===== src/verilog/blc_cfg.svh =====
/*
  Register indices, field positions, reset values and fixed arithmetic
  constants of the black level and output format block.
  Assumes inclusion by bare name; definitions only.
*/
`ifndef BLC_CFG_SVH
`define BLC_CFG_SVH

// Register indices; byte address is index times four
`define BLC_IDX_SH_RED     8'h21
`define BLC_IDX_SH_GREEN   8'h22
`define BLC_IDX_SH_BLUE    8'h23
`define BLC_IDX_ACT_RED    8'h24
`define BLC_IDX_ACT_GREEN  8'h25
`define BLC_IDX_ACT_BLUE   8'h26
`define BLC_IDX_THRESH     8'h27
`define BLC_IDX_MODE       8'h2f
`define BLC_IDX_STAGE_EN   8'h30
`define BLC_IDX_OUT_FMT    8'h31

// Reset values
`define BLC_RST_SH_OFFSET  8'h7f
`define BLC_RST_ACT_OFFSET 8'h00
`define BLC_RST_THRESH     8'hff
`define BLC_RST_MODE       8'h02
`define BLC_RST_STAGE_EN   8'h0f
`define BLC_RST_OUT_FMT    8'h39

// Offset register fields
`define BLC_OFS_SIGN       7

// Stage enable fields and the mask of writable bits
`define BLC_EN_MATRIX      3
`define BLC_EN_INTERP      2
`define BLC_EN_GAMMA       1
`define BLC_EN_WMASK       8'h0e

// Output format fields and writable mask
`define BLC_FMT_GAMMA_BAY  7
`define BLC_FMT_BAY8       6
`define BLC_FMT_CB_FIRST   5
`define BLC_FMT_Y_FIRST    4
`define BLC_FMT_EIGHT      3
`define BLC_FMT_444        1
`define BLC_FMT_422        0
`define BLC_FMT_WMASK      8'hfb

// Mode register fields
`define BLC_MODE_BAYER     0
`define BLC_MODE_INTERP3   1

// Black level averaging: shielded pixels per colour per frame
`define BLC_AVG_SHIFT      6
`define BLC_AVG_COUNT      7'd64

// Colour space conversion weights and chroma bias
`define BLC_CY_R           18'sd77
`define BLC_CY_G           18'sd150
`define BLC_CY_B           18'sd29
`define BLC_CB_R           -18'sd44
`define BLC_CB_G           -18'sd87
`define BLC_CB_B           18'sd131
`define BLC_CR_R           18'sd131
`define BLC_CR_G           -18'sd110
`define BLC_CR_B           -18'sd21
`define BLC_C_BIAS         18'sd32768

`endif


===== src/verilog/blc_pkg.sv =====
/*
  Types shared by the black level and output format block.
  Assumes nothing beyond a SystemVerilog compiler.
*/
package blc_pkg;

  // Incoming pixel from the sensor readout, same clock
  typedef struct packed {
    logic       valid;
    logic       frame_end;
    logic       shielded;
    logic [1:0] colour;
    logic [9:0] sample;
    logic [9:0] r;
    logic [9:0] g;
    logic [9:0] b;
  } blc_pix_in_type;

  // One beat toward the host
  typedef struct packed {
    logic       valid;
    logic [7:0] y;
    logic [7:0] c;
  } blc_pix_out_type;

endpackage


===== src/verilog/blc_top.sv =====
/*
  Black level compensation and output formatting with its registers,
  reached over AHB-Lite. Assumes a pixel source on SYS_CLK that holds
  a pixel until PIX_READY is seen, and a host that takes every beat.
*/
// Chosen here: the AHB-Lite interface to the registers.
// How it works
// - Shielded offset bit 7 picks subtract (1) or add (0).
// - Shielded offset bits 6:0 give magnitude; reset value 7fh.
// - Active offsets are read-only; only compensation logic writes them.
// - Active offset bit 7 picks subtract or add, bits 6:0 magnitude.
// - Shielded pixels above threshold are left out; threshold resets ffh.
// - Stage bit 3 enables colour matrix, else RGB passes unconverted.
// - In 3x3 mode stage bit 2 picks interpolated RGB or repeated Bayer.
// - Stage bit 1 enables ten-segment piecewise-linear gamma.
// - Format bit 7 sends gamma-corrected Bayer in Bayer mode.
// - Format bit 6 drops two LSBs of Bayer, giving eight bits.
// - Format bit 5 places Cb ahead of Cr in both bus widths.
// - Format bit 4 places Y ahead of chroma in 8-bit mode only.
// - Format bit 3 drives image data only on the luma bus, except in Bayer mode.
// - 16-bit mode with format bit 1 set and bit 0 clear gives 24 bits per pixel.
// - Format bit 0 selects YCbCr 4:2:2; register resets to 39h.
`timescale 1ns/1ps
`include "blc_cfg.svh"

module blc_top
  import blc_pkg::*;
(
  input  wire logic            SYS_CLK,
  input  wire logic            RST_N,
  input  wire logic            HSEL,
  input  wire logic [31:0]     HADDR,
  input  wire logic [1:0]      HTRANS,
  input  wire logic            HWRITE,
  input  wire logic [2:0]      HSIZE,
  input  wire logic [31:0]     HWDATA,
  input  wire logic            HREADY,
  output logic      [31:0]     HRDATA,
  output logic                 HREADYOUT,
  output logic                 HRESP,
  input  wire blc_pix_in_type  PIX_IN,
  output logic                 PIX_READY,
  output blc_pix_out_type      PIX_OUT
);

  // Ten-segment gamma curve: start points, start levels, slopes in 1/16
  // Slopes fall with level, so dark tones are lifted the most
  localparam logic [9:0] G_X [10] = '{10'd0, 10'd16, 10'd32, 10'd64, 10'd128,
                                      10'd192, 10'd256, 10'd384, 10'd512, 10'd768};
  localparam logic [9:0] G_Y [10] = '{10'd0, 10'd96, 10'd160, 10'd240, 10'd352,
                                      10'd440, 10'd512, 10'd640, 10'd736, 10'd880};
  localparam logic [6:0] G_S [10] = '{7'd96, 7'd64, 7'd40, 7'd28, 7'd22,
                                      7'd18, 7'd16, 7'd12, 7'd9, 7'd9};

  // Register file, black averager and output beat state
  logic [7:0]  sh_ofs_q [3];
  logic [7:0]  act_ofs_q [3];
  logic [7:0]  thresh_q;
  logic [7:0]  mode_q;
  logic [7:0]  stage_en_q;
  logic [7:0]  out_fmt_q;
  logic        wr_pend_q;
  logic [7:0]  wr_idx_q;
  logic        addr_ok;
  logic [7:0]  addr_idx;
  logic [7:0]  rd_val;
  logic [15:0] acc_q [3];
  logic [6:0]  cnt_q [3];
  logic        beat_q;
  logic        odd_q;
  blc_pix_out_type hold_q;
  blc_pix_out_type out_q;

  // Saturating sign-magnitude offset on a 10-bit sample
  // Clamping, not wrapping, keeps a dark pixel from turning white
  function automatic logic [9:0] apply_ofs(input logic [9:0] s, input logic [7:0] o);
    logic [10:0] t;
    t = 11'h000;
    if (o[`BLC_OFS_SIGN]) begin
      t = {1'b0, s} - {4'h0, o[6:0]};
      apply_ofs = t[10] ? 10'h000 : t[9:0];
    end else begin
      t = {1'b0, s} + {4'h0, o[6:0]};
      apply_ofs = t[10] ? 10'h3ff : t[9:0];
    end
  endfunction

  // Piecewise-linear gamma, saturating at full scale
  // The last start point not above x picks the segment
  function automatic logic [9:0] gamma(input logic [9:0] x);
    logic [3:0]  k;
    logic [16:0] p;
    logic [11:0] y;
    k = 4'd0;
    p = 17'h00000;
    y = 12'h000;
    for (int i = 1; i < 10; i++) begin
      if (x >= G_X[i]) begin
        k = 4'(i);
      end
    end
    p = 17'(x - G_X[k]) * 17'(G_S[k]);
    y = 12'(G_Y[k]) + 12'(p[16:4]);
    gamma = (y > 12'h3ff) ? 10'h3ff : y[9:0];
  endfunction

  // Clamp a scaled matrix sum to one byte
  function automatic logic [7:0] clamp8(input logic signed [17:0] v);
    if (v < 0) begin
      clamp8 = 8'h00;
    end else if (v > 18'sd65535) begin
      clamp8 = 8'hff;
    end else begin
      clamp8 = v[15:8];
    end
  endfunction

  // Zero-wait slave; every transfer answers OKAY
  // HSIZE is not decoded; only whole-word transfers are expected
  assign HREADYOUT = 1'b1;
  assign HRESP     = 1'b0;
  assign addr_idx  = HADDR[9:2];
  assign addr_ok   = HSEL & HTRANS[1] & HREADY & (HADDR[31:10] == 22'h000000);

  // Read mux; unmapped indices and upper bits read zero
  always_comb begin
    if (addr_idx == `BLC_IDX_SH_RED) begin
      rd_val = sh_ofs_q[0];
    end else if (addr_idx == `BLC_IDX_SH_GREEN) begin
      rd_val = sh_ofs_q[1];
    end else if (addr_idx == `BLC_IDX_SH_BLUE) begin
      rd_val = sh_ofs_q[2];
    end else if (addr_idx == `BLC_IDX_ACT_RED) begin
      rd_val = act_ofs_q[0];
    end else if (addr_idx == `BLC_IDX_ACT_GREEN) begin
      rd_val = act_ofs_q[1];
    end else if (addr_idx == `BLC_IDX_ACT_BLUE) begin
      rd_val = act_ofs_q[2];
    end else if (addr_idx == `BLC_IDX_THRESH) begin
      rd_val = thresh_q;
    end else if (addr_idx == `BLC_IDX_MODE) begin
      rd_val = mode_q;
    end else if (addr_idx == `BLC_IDX_STAGE_EN) begin
      rd_val = stage_en_q;
    end else if (addr_idx == `BLC_IDX_OUT_FMT) begin
      rd_val = out_fmt_q;
    end else begin
      rd_val = 8'h00;
    end
  end

  // Read data captured in the address phase, shown in the data phase
  // Loaded only on a taken read, so the word stands through idle cycles
  always_ff @(posedge SYS_CLK) begin
    if (!RST_N) begin
      HRDATA <= 32'h00000000;
    end else if (addr_ok && !HWRITE) begin
      HRDATA <= {24'h000000, rd_val};
    end
  end

  // Address phase of a write remembered for its data phase
  // Held across wait states even though this slave inserts none
  always_ff @(posedge SYS_CLK) begin
    if (!RST_N) begin
      wr_pend_q <= 1'b0;
      wr_idx_q  <= 8'h00;
    end else if (HREADY) begin
      wr_pend_q <= addr_ok & HWRITE;
      wr_idx_q  <= addr_idx;
    end
  end

  // Software-writable registers; active offsets have no write path
  // A read right behind a write to the same word still sees the old value
  // Only the low byte of HWDATA is kept; registers are one byte wide
  always_ff @(posedge SYS_CLK) begin
    if (!RST_N) begin
      sh_ofs_q[0] <= `BLC_RST_SH_OFFSET;
      sh_ofs_q[1] <= `BLC_RST_SH_OFFSET;
      sh_ofs_q[2] <= `BLC_RST_SH_OFFSET;
      thresh_q    <= `BLC_RST_THRESH;
      mode_q      <= `BLC_RST_MODE;
      stage_en_q  <= `BLC_RST_STAGE_EN;
      out_fmt_q   <= `BLC_RST_OUT_FMT;
    end else if (wr_pend_q) begin
      if (wr_idx_q == `BLC_IDX_SH_RED) begin
        sh_ofs_q[0] <= HWDATA[7:0];
      end else if (wr_idx_q == `BLC_IDX_SH_GREEN) begin
        sh_ofs_q[1] <= HWDATA[7:0];
      end else if (wr_idx_q == `BLC_IDX_SH_BLUE) begin
        sh_ofs_q[2] <= HWDATA[7:0];
      end else if (wr_idx_q == `BLC_IDX_THRESH) begin
        thresh_q <= HWDATA[7:0];
      end else if (wr_idx_q == `BLC_IDX_MODE) begin
        mode_q <= HWDATA[7:0] & 8'h03;
      end else if (wr_idx_q == `BLC_IDX_STAGE_EN) begin
        stage_en_q <= (HWDATA[7:0] & `BLC_EN_WMASK) | (`BLC_RST_STAGE_EN & ~`BLC_EN_WMASK);
      end else if (wr_idx_q == `BLC_IDX_OUT_FMT) begin
        out_fmt_q <= (HWDATA[7:0] & `BLC_FMT_WMASK) | (`BLC_RST_OUT_FMT & ~`BLC_FMT_WMASK);
      end
    end
  end

  // Pixel acceptance: a two-beat pixel blocks the next one
  logic        accept;
  logic        frame_done;
  logic        act_take;
  logic [9:0]  sh_corr;
  logic [9:0]  act_corr;
  logic [1:0]  col;
  assign PIX_READY = ~beat_q;
  assign accept    = PIX_IN.valid & ~beat_q;
  // Frame end counts only on a taken pixel, so a held one acts once
  assign frame_done = accept & PIX_IN.frame_end;
  // Shielded pixels only feed the averager and never reach the host
  assign act_take   = accept & ~PIX_IN.shielded;
  assign col       = (PIX_IN.colour > 2'd2) ? 2'd2 : PIX_IN.colour;
  assign sh_corr   = apply_ofs(PIX_IN.sample, sh_ofs_q[col]);
  assign act_corr  = apply_ofs(PIX_IN.sample, act_ofs_q[col]);

  // Per-colour black averaging over the frame's shielded pixels
  generate
    for (genvar c = 0; c < 3; c++) begin : g_blc
      logic take;
      logic [15:0] mean;
      // Pixels above the threshold would drag black level upward
      assign take = accept & PIX_IN.shielded & (col == 2'(c)) &
                    (sh_corr[9:2] <= thresh_q) & (cnt_q[c] != `BLC_AVG_COUNT);
      // Sixty-four ten-bit samples fit in sixteen bits
      assign mean = acc_q[c] >> `BLC_AVG_SHIFT;
      always_ff @(posedge SYS_CLK) begin
        if (!RST_N) begin
          acc_q[c]     <= 16'h0000;
          cnt_q[c]     <= 7'd0;
          act_ofs_q[c] <= `BLC_RST_ACT_OFFSET;
        end else if (frame_done) begin
          // Too few clean pixels keeps the previous offset
          if (cnt_q[c] == `BLC_AVG_COUNT) begin
            act_ofs_q[c] <= {1'b1, (mean > 16'd127) ? 7'h7f : mean[6:0]};
          end
          acc_q[c] <= 16'h0000;
          cnt_q[c] <= 7'd0;
        end else if (take) begin
          acc_q[c] <= acc_q[c] + {6'h00, sh_corr};
          cnt_q[c] <= cnt_q[c] + 7'd1;
        end
      end
    end
  endgenerate

  // Colour path: interpolation choice, gamma, matrix
  // Gamma works on ten bits before the matrix drops to eight
  logic [9:0] r_i, g_i, b_i, r_g, g_g, b_g, bay;
  logic [7:0] y8, cb8, cr8;
  logic signed [17:0] r_s, g_s, b_s;
  always_comb begin
    if (mode_q[`BLC_MODE_INTERP3] && stage_en_q[`BLC_EN_INTERP]) begin
      r_i = PIX_IN.r;
      g_i = PIX_IN.g;
      b_i = PIX_IN.b;
    end else begin
      r_i = act_corr;
      g_i = act_corr;
      b_i = act_corr;
    end
    r_g = stage_en_q[`BLC_EN_GAMMA] ? gamma(r_i) : r_i;
    g_g = stage_en_q[`BLC_EN_GAMMA] ? gamma(g_i) : g_i;
    b_g = stage_en_q[`BLC_EN_GAMMA] ? gamma(b_i) : b_i;
    bay = out_fmt_q[`BLC_FMT_GAMMA_BAY] ? gamma(act_corr) : act_corr;
    r_s = 18'(r_g[9:2]);
    g_s = 18'(g_g[9:2]);
    b_s = 18'(b_g[9:2]);
    // Weights are scaled by 256; the bias moves chroma to unsigned
    if (stage_en_q[`BLC_EN_MATRIX]) begin
      y8  = clamp8(`BLC_CY_R * r_s + `BLC_CY_G * g_s + `BLC_CY_B * b_s);
      cb8 = clamp8(`BLC_CB_R * r_s + `BLC_CB_G * g_s + `BLC_CB_B * b_s + `BLC_C_BIAS);
      cr8 = clamp8(`BLC_CR_R * r_s + `BLC_CR_G * g_s + `BLC_CR_B * b_s + `BLC_C_BIAS);
    end else begin
      // Unconverted RGB rides in the Y, Cb, Cr slots as G, B, R
      y8  = g_g[9:2];
      cb8 = b_g[9:2];
      cr8 = r_g[9:2];
    end
  end

  // Formatter: first beat now, optional second beat held
  logic [7:0] c_first, c_second, c_422;
  blc_pix_out_type beat_a, beat_b;
  logic two;
  always_comb begin
    c_first  = out_fmt_q[`BLC_FMT_CB_FIRST] ? cb8 : cr8;
    c_second = out_fmt_q[`BLC_FMT_CB_FIRST] ? cr8 : cb8;
    c_422    = odd_q ? c_second : c_first;
    beat_a   = '{valid: 1'b1, y: y8, c: c_422};
    beat_b   = '{valid: 1'b1, y: 8'h00, c: 8'h00};
    two      = 1'b0;
    // With both 4:2:2 and 4:4:4 set, 4:2:2 wins
    if (mode_q[`BLC_MODE_BAYER]) begin
      // Ten-bit Bayer splits its two LSBs onto the chroma bus
      beat_a.y = bay[9:2];
      beat_a.c = out_fmt_q[`BLC_FMT_BAY8] ? 8'h00 : {6'h00, bay[1:0]};
    end else if (out_fmt_q[`BLC_FMT_EIGHT]) begin
      // Chroma bus parked at zero; host discards it
      two      = 1'b1;
      beat_a.c = 8'h00;
      beat_a.y = out_fmt_q[`BLC_FMT_Y_FIRST] ? y8 : c_422;
      beat_b.y = out_fmt_q[`BLC_FMT_Y_FIRST] ? c_422 : y8;
    end else if (out_fmt_q[`BLC_FMT_444] && !out_fmt_q[`BLC_FMT_422]) begin
      two      = 1'b1;
      beat_a.c = c_first;
      beat_b.y = c_second;
    end
  end

  // Output beats and chroma phase; 4:2:2 alternates per active pixel
  // A two-beat pixel stalls the source one cycle; no buffer is kept
  always_ff @(posedge SYS_CLK) begin
    if (!RST_N) begin
      out_q  <= '{valid: 1'b0, y: 8'h00, c: 8'h00};
      hold_q <= '{valid: 1'b0, y: 8'h00, c: 8'h00};
      beat_q <= 1'b0;
      odd_q  <= 1'b0;
    end else if (beat_q) begin
      out_q  <= hold_q;
      beat_q <= 1'b0;
    end else if (act_take) begin
      out_q  <= beat_a;
      hold_q <= beat_b;
      beat_q <= two;
      odd_q  <= PIX_IN.frame_end ? 1'b0 : ~odd_q;
    end else begin
      out_q.valid <= 1'b0;
      if (frame_done) begin
        odd_q <= 1'b0;
      end
    end
  end

  assign PIX_OUT = out_q;

endmodule

===== config.mk =====
export PLATFORM = sky130hd
export DESIGN_NAME = blc_top
export DESIGN_NICKNAME = d
export VERILOG_FILES = /design/src/verilog/blc_pkg.sv /design/src/verilog/blc_top.sv
export VERILOG_INCLUDE_DIRS = /design/src /design/src/verilog
export SDC_FILE = /design/constraint.sdc
export NUM_CORES = 2
export LEC_CHECK = 0
export ABC_AREA = 1
export BUFFER_PORTS_ARGS = -buffer_cell sky130_fd_sc_hd__buf_2
export CORE_MARGIN = 8
export CORE_UTILIZATION = 35
export DETAILED_ROUTE_END_ITERATION = 10
export PLACE_DENSITY = 0.57
export SLEW_MARGIN = 20
export SYNTH_ARGS = -nofsm -noshare
export SYNTH_HDL_FRONTEND = slang
export SYNTH_SLANG_ARGS = --single-unit
export TNS_END_PERCENT = 10

===== constraint.sdc =====
create_clock -name SYS_CLK -period 57.8 [get_ports SYS_CLK]
set_clock_uncertainty 0.1 [all_clocks]
set_input_delay 11.56 -clock SYS_CLK [delete_from_list [all_inputs] [get_ports SYS_CLK]]
set_output_delay 11.56 -clock SYS_CLK [all_outputs]
set_load 0.05 [all_outputs]

==> impl_metrics.yaml <==
outcome:
  outcome: "complete, no violations"
timing:
  hold_violations: 0
  rsz0062_at_grt: "false"
  fin_setup_tns_ps: 0
  fin_crit_sh: 0.531
  slew_headroom: 0.305
  setup_viol: 0
  worst_slew_pin_slew_ps: 1040
  period_minus_slack_ps: 30700
  max_freq_ghz: 0.0326
  slew_viol_final: 0
floorplanning:
  io_pins: 171
  placementRows: 117
  start_util: 0.352
  die_w_um: 336
  die_h_um: 336
  core_um2: 102000
  die_area_um2: 113000
yosys:
  yosysTopAreaCell: "ha_1"
  synth_edf_count: 116
  synth_top_area_share: 0.204
  ys_seq_area_frac: 0.134
  avgSynthCellArea_um2: 7.76
  synth-main-ff-cell: "edfxtp_1"
  syn_inst: 4604
  synth_cell_type_count: 66
  ys_warn_count: 0
  netlist_area_um2: 35700
  ys_ff_latch: 182
  synth_common_cells: "inv_1 (953), nand2_1 (677), ha_1 (583)"
  synthTopCellsByArea: "ha_1 (20%), fa_1 (20%), inv_1 (10%)"
  synthMostInstantiatedCell: "inv_1"
  async_flop_share: 0
finish:
  nFillCells: 10800
  area_delta_synth_final_pct: 7.40
  design_area_um2: 38400
  nets: 5749
  drive_gt1_frac: 0.0803
  fin_util: 0.378
flow_run:
  max-cap-violations: 0
routing:
  via_per_inst: 4.82
  wl_per_cell_um: 16.1
  route.detailed.drc: 0
  ant_nets: 0
  postRouteWirelength_mm: 97.7
  firstDrtPassIters: 6
  dr_total_vias: 29300
  drt_iter0_drc: 1818
clock_network:
  h-tree-depth: 4
  clockBufferDepth: 2
  ctsHoldBuffers: 0
  clk_pin_slew_ps: 70
  cts_resized: 0
  post_cts_buffers: 0
  clk_latency_ps: 450
  cts.sinks: 182
  cts_tree: "built"
  cts-root-buf: "clkbuf_16"
  cts_buffers: 17
grt:
  grtUsageTotal: 0.174
  antenna_found_initial: 12
  grt_pass1_wl_mm: 158
  gr-total-overflow: 0
  grt_start_max_net_pins: 49
  grt_pass1_vias: 29400
worst_setup_path:
  worstPathArrival_ps: 30920
  cp-end-kind: "register"
  required_ps: 58020
  start_kind: "input pin"
  timing_worst_setup_path_type: "in2reg"
  critPathMaxFanout: 17
  crit_path_frequent_cell: "inv_1"
  slowest_stage: "xor2_1"
  slowest_delay_ps: 640
placement:
  dp_hpwl_mm: 82.7
  place.gp.congestion: 0.884
  placement.io_buffers: 114
  place_area_um2: 37800
min_path:
  min_path_type: "reg2reg"
==> kinds of logic (layout without fill, tap and decap cells) <==
logic type	count (synthesis)	count (layout)	synth area share
buffers and inverters	1076	1154	0.118
other	2	32	0.000210
AOI/OAI and AO/OA	621	621	0.103
adders and majority gates	936	936	0.402
xor gates and xnor gates	187	187	0.0458
DFF	182	182	0.134
and+or+nand+nor	1600	1600	0.197
==> area by class of cell <==
type                    instances  area (um2)  share of cell area
inverters                     985        3700              0.0965
multi-input cells            3371       26800               0.699
flip-flops and latches        182        4800               0.125
clock inverters                15         163             0.00424
repair buffers                137         743              0.0194
well taps                    1368        1710              0.0446
clock buffers                  17         425              0.0111
diodes                          5        12.5            0.000326
==> layout by cell type, fill, tap and decap left out, types with 27 or more instances in the layout <==
| cell | count |
|---|---|
| nor3_1 | 29 |
| o21ai_0 | 128 |
| nand3_1 | 199 |
| xor2_1 | 126 |
| o21ai_1 | 28 |
| xnor2_1 | 61 |
| nor2_1 | 494 |
| nand4_1 | 27 |
| nand2_1 | 677 |
| nand2_2 | 35 |
| ha_1 | 583 |
| o21bai_1 | 27 |
| fa_1 | 353 |
| dfxtp_1 | 66 |
| edfxtp_1 | 116 |
| inv_1 | 953 |
| conb_1 | 27 |
| or2_2 | 57 |
| buf_2 | 114 |
| a21oi_1 | 288 |
==> sequential cells by signal, summed over array words and instances (netlist names) <==
name / count
odd_q: 1
act_ofs_q: 24
out_fmt_q: 7
acc_q: 48
thresh_q: 8
hold_q: 9
cnt_q: 21
sh_ofs_q: 24
mode_q: 2
stage_en_q: 3
PIX_OUT: 17
wr_idx_q: 8
beat_q: 1
wr_pend_q: 1
HRDATA: 8
==> per-layer routing <==
layer / up-vias / wire [um] / track usage
met1: 13800 / 46900 / 0.245
met5: - / 79 / 0
met3: 126 / 6050 / 0.0322
met2: 708 / 42200 / 0.273
li1: 14700 / - / -
met4: 12 / 2370 / 0.0421
==> final timing paths <==
kind	depth (start not counted)	slack (ps)	start	to
worst max-delay path	90	27100	PIX_IN[41]	PIX_OUT[3]$_SDFFE_PN0P_
worst min register to register	1	360	hold_q[16]$_SDFFE_PN0P_	hold_q[16]$_SDFFE_PN0P_
worst min-delay path	1	360	hold_q[16]$_SDFFE_PN0P_	hold_q[16]$_SDFFE_PN0P_
worst max register to register	87	38470	act_ofs_q[2][0]$_DFFE_PP_	PIX_OUT[3]$_SDFFE_PN0P_
==> metrics by stage <==
step | setup WS [ps] | std cells | hold slack (ps)
2_1_floorplan | 30620 | 4629 | 332
3_3_place_gp | 27030 | 6043 | 339
5_1_grt | 25720 | 6077 | 385
3_5_place_dp | 26950 | 6043 | 350
6_report | 27100 | 6080 | 362
4_1_cts | 27360 | 6075 | 366
==> worst max-delay path, delay by kind of cell <==
| kind | cells | cell delay [ps] |
|---|---|---|
| adder cells (fa/ha/maj) | 19 | 8140 |
| XOR/XNOR | 4 | 1220 |
| buffers and inverters | 16 | 1610 |
| AO/OA/AOI/OAI | 22 | 4250 |
| AND/OR/NAND/NOR | 29 | 4090 |
Power is not shown: default switching activity piles up to over one toggle a cycle in this logic, so the estimate is an artifact.
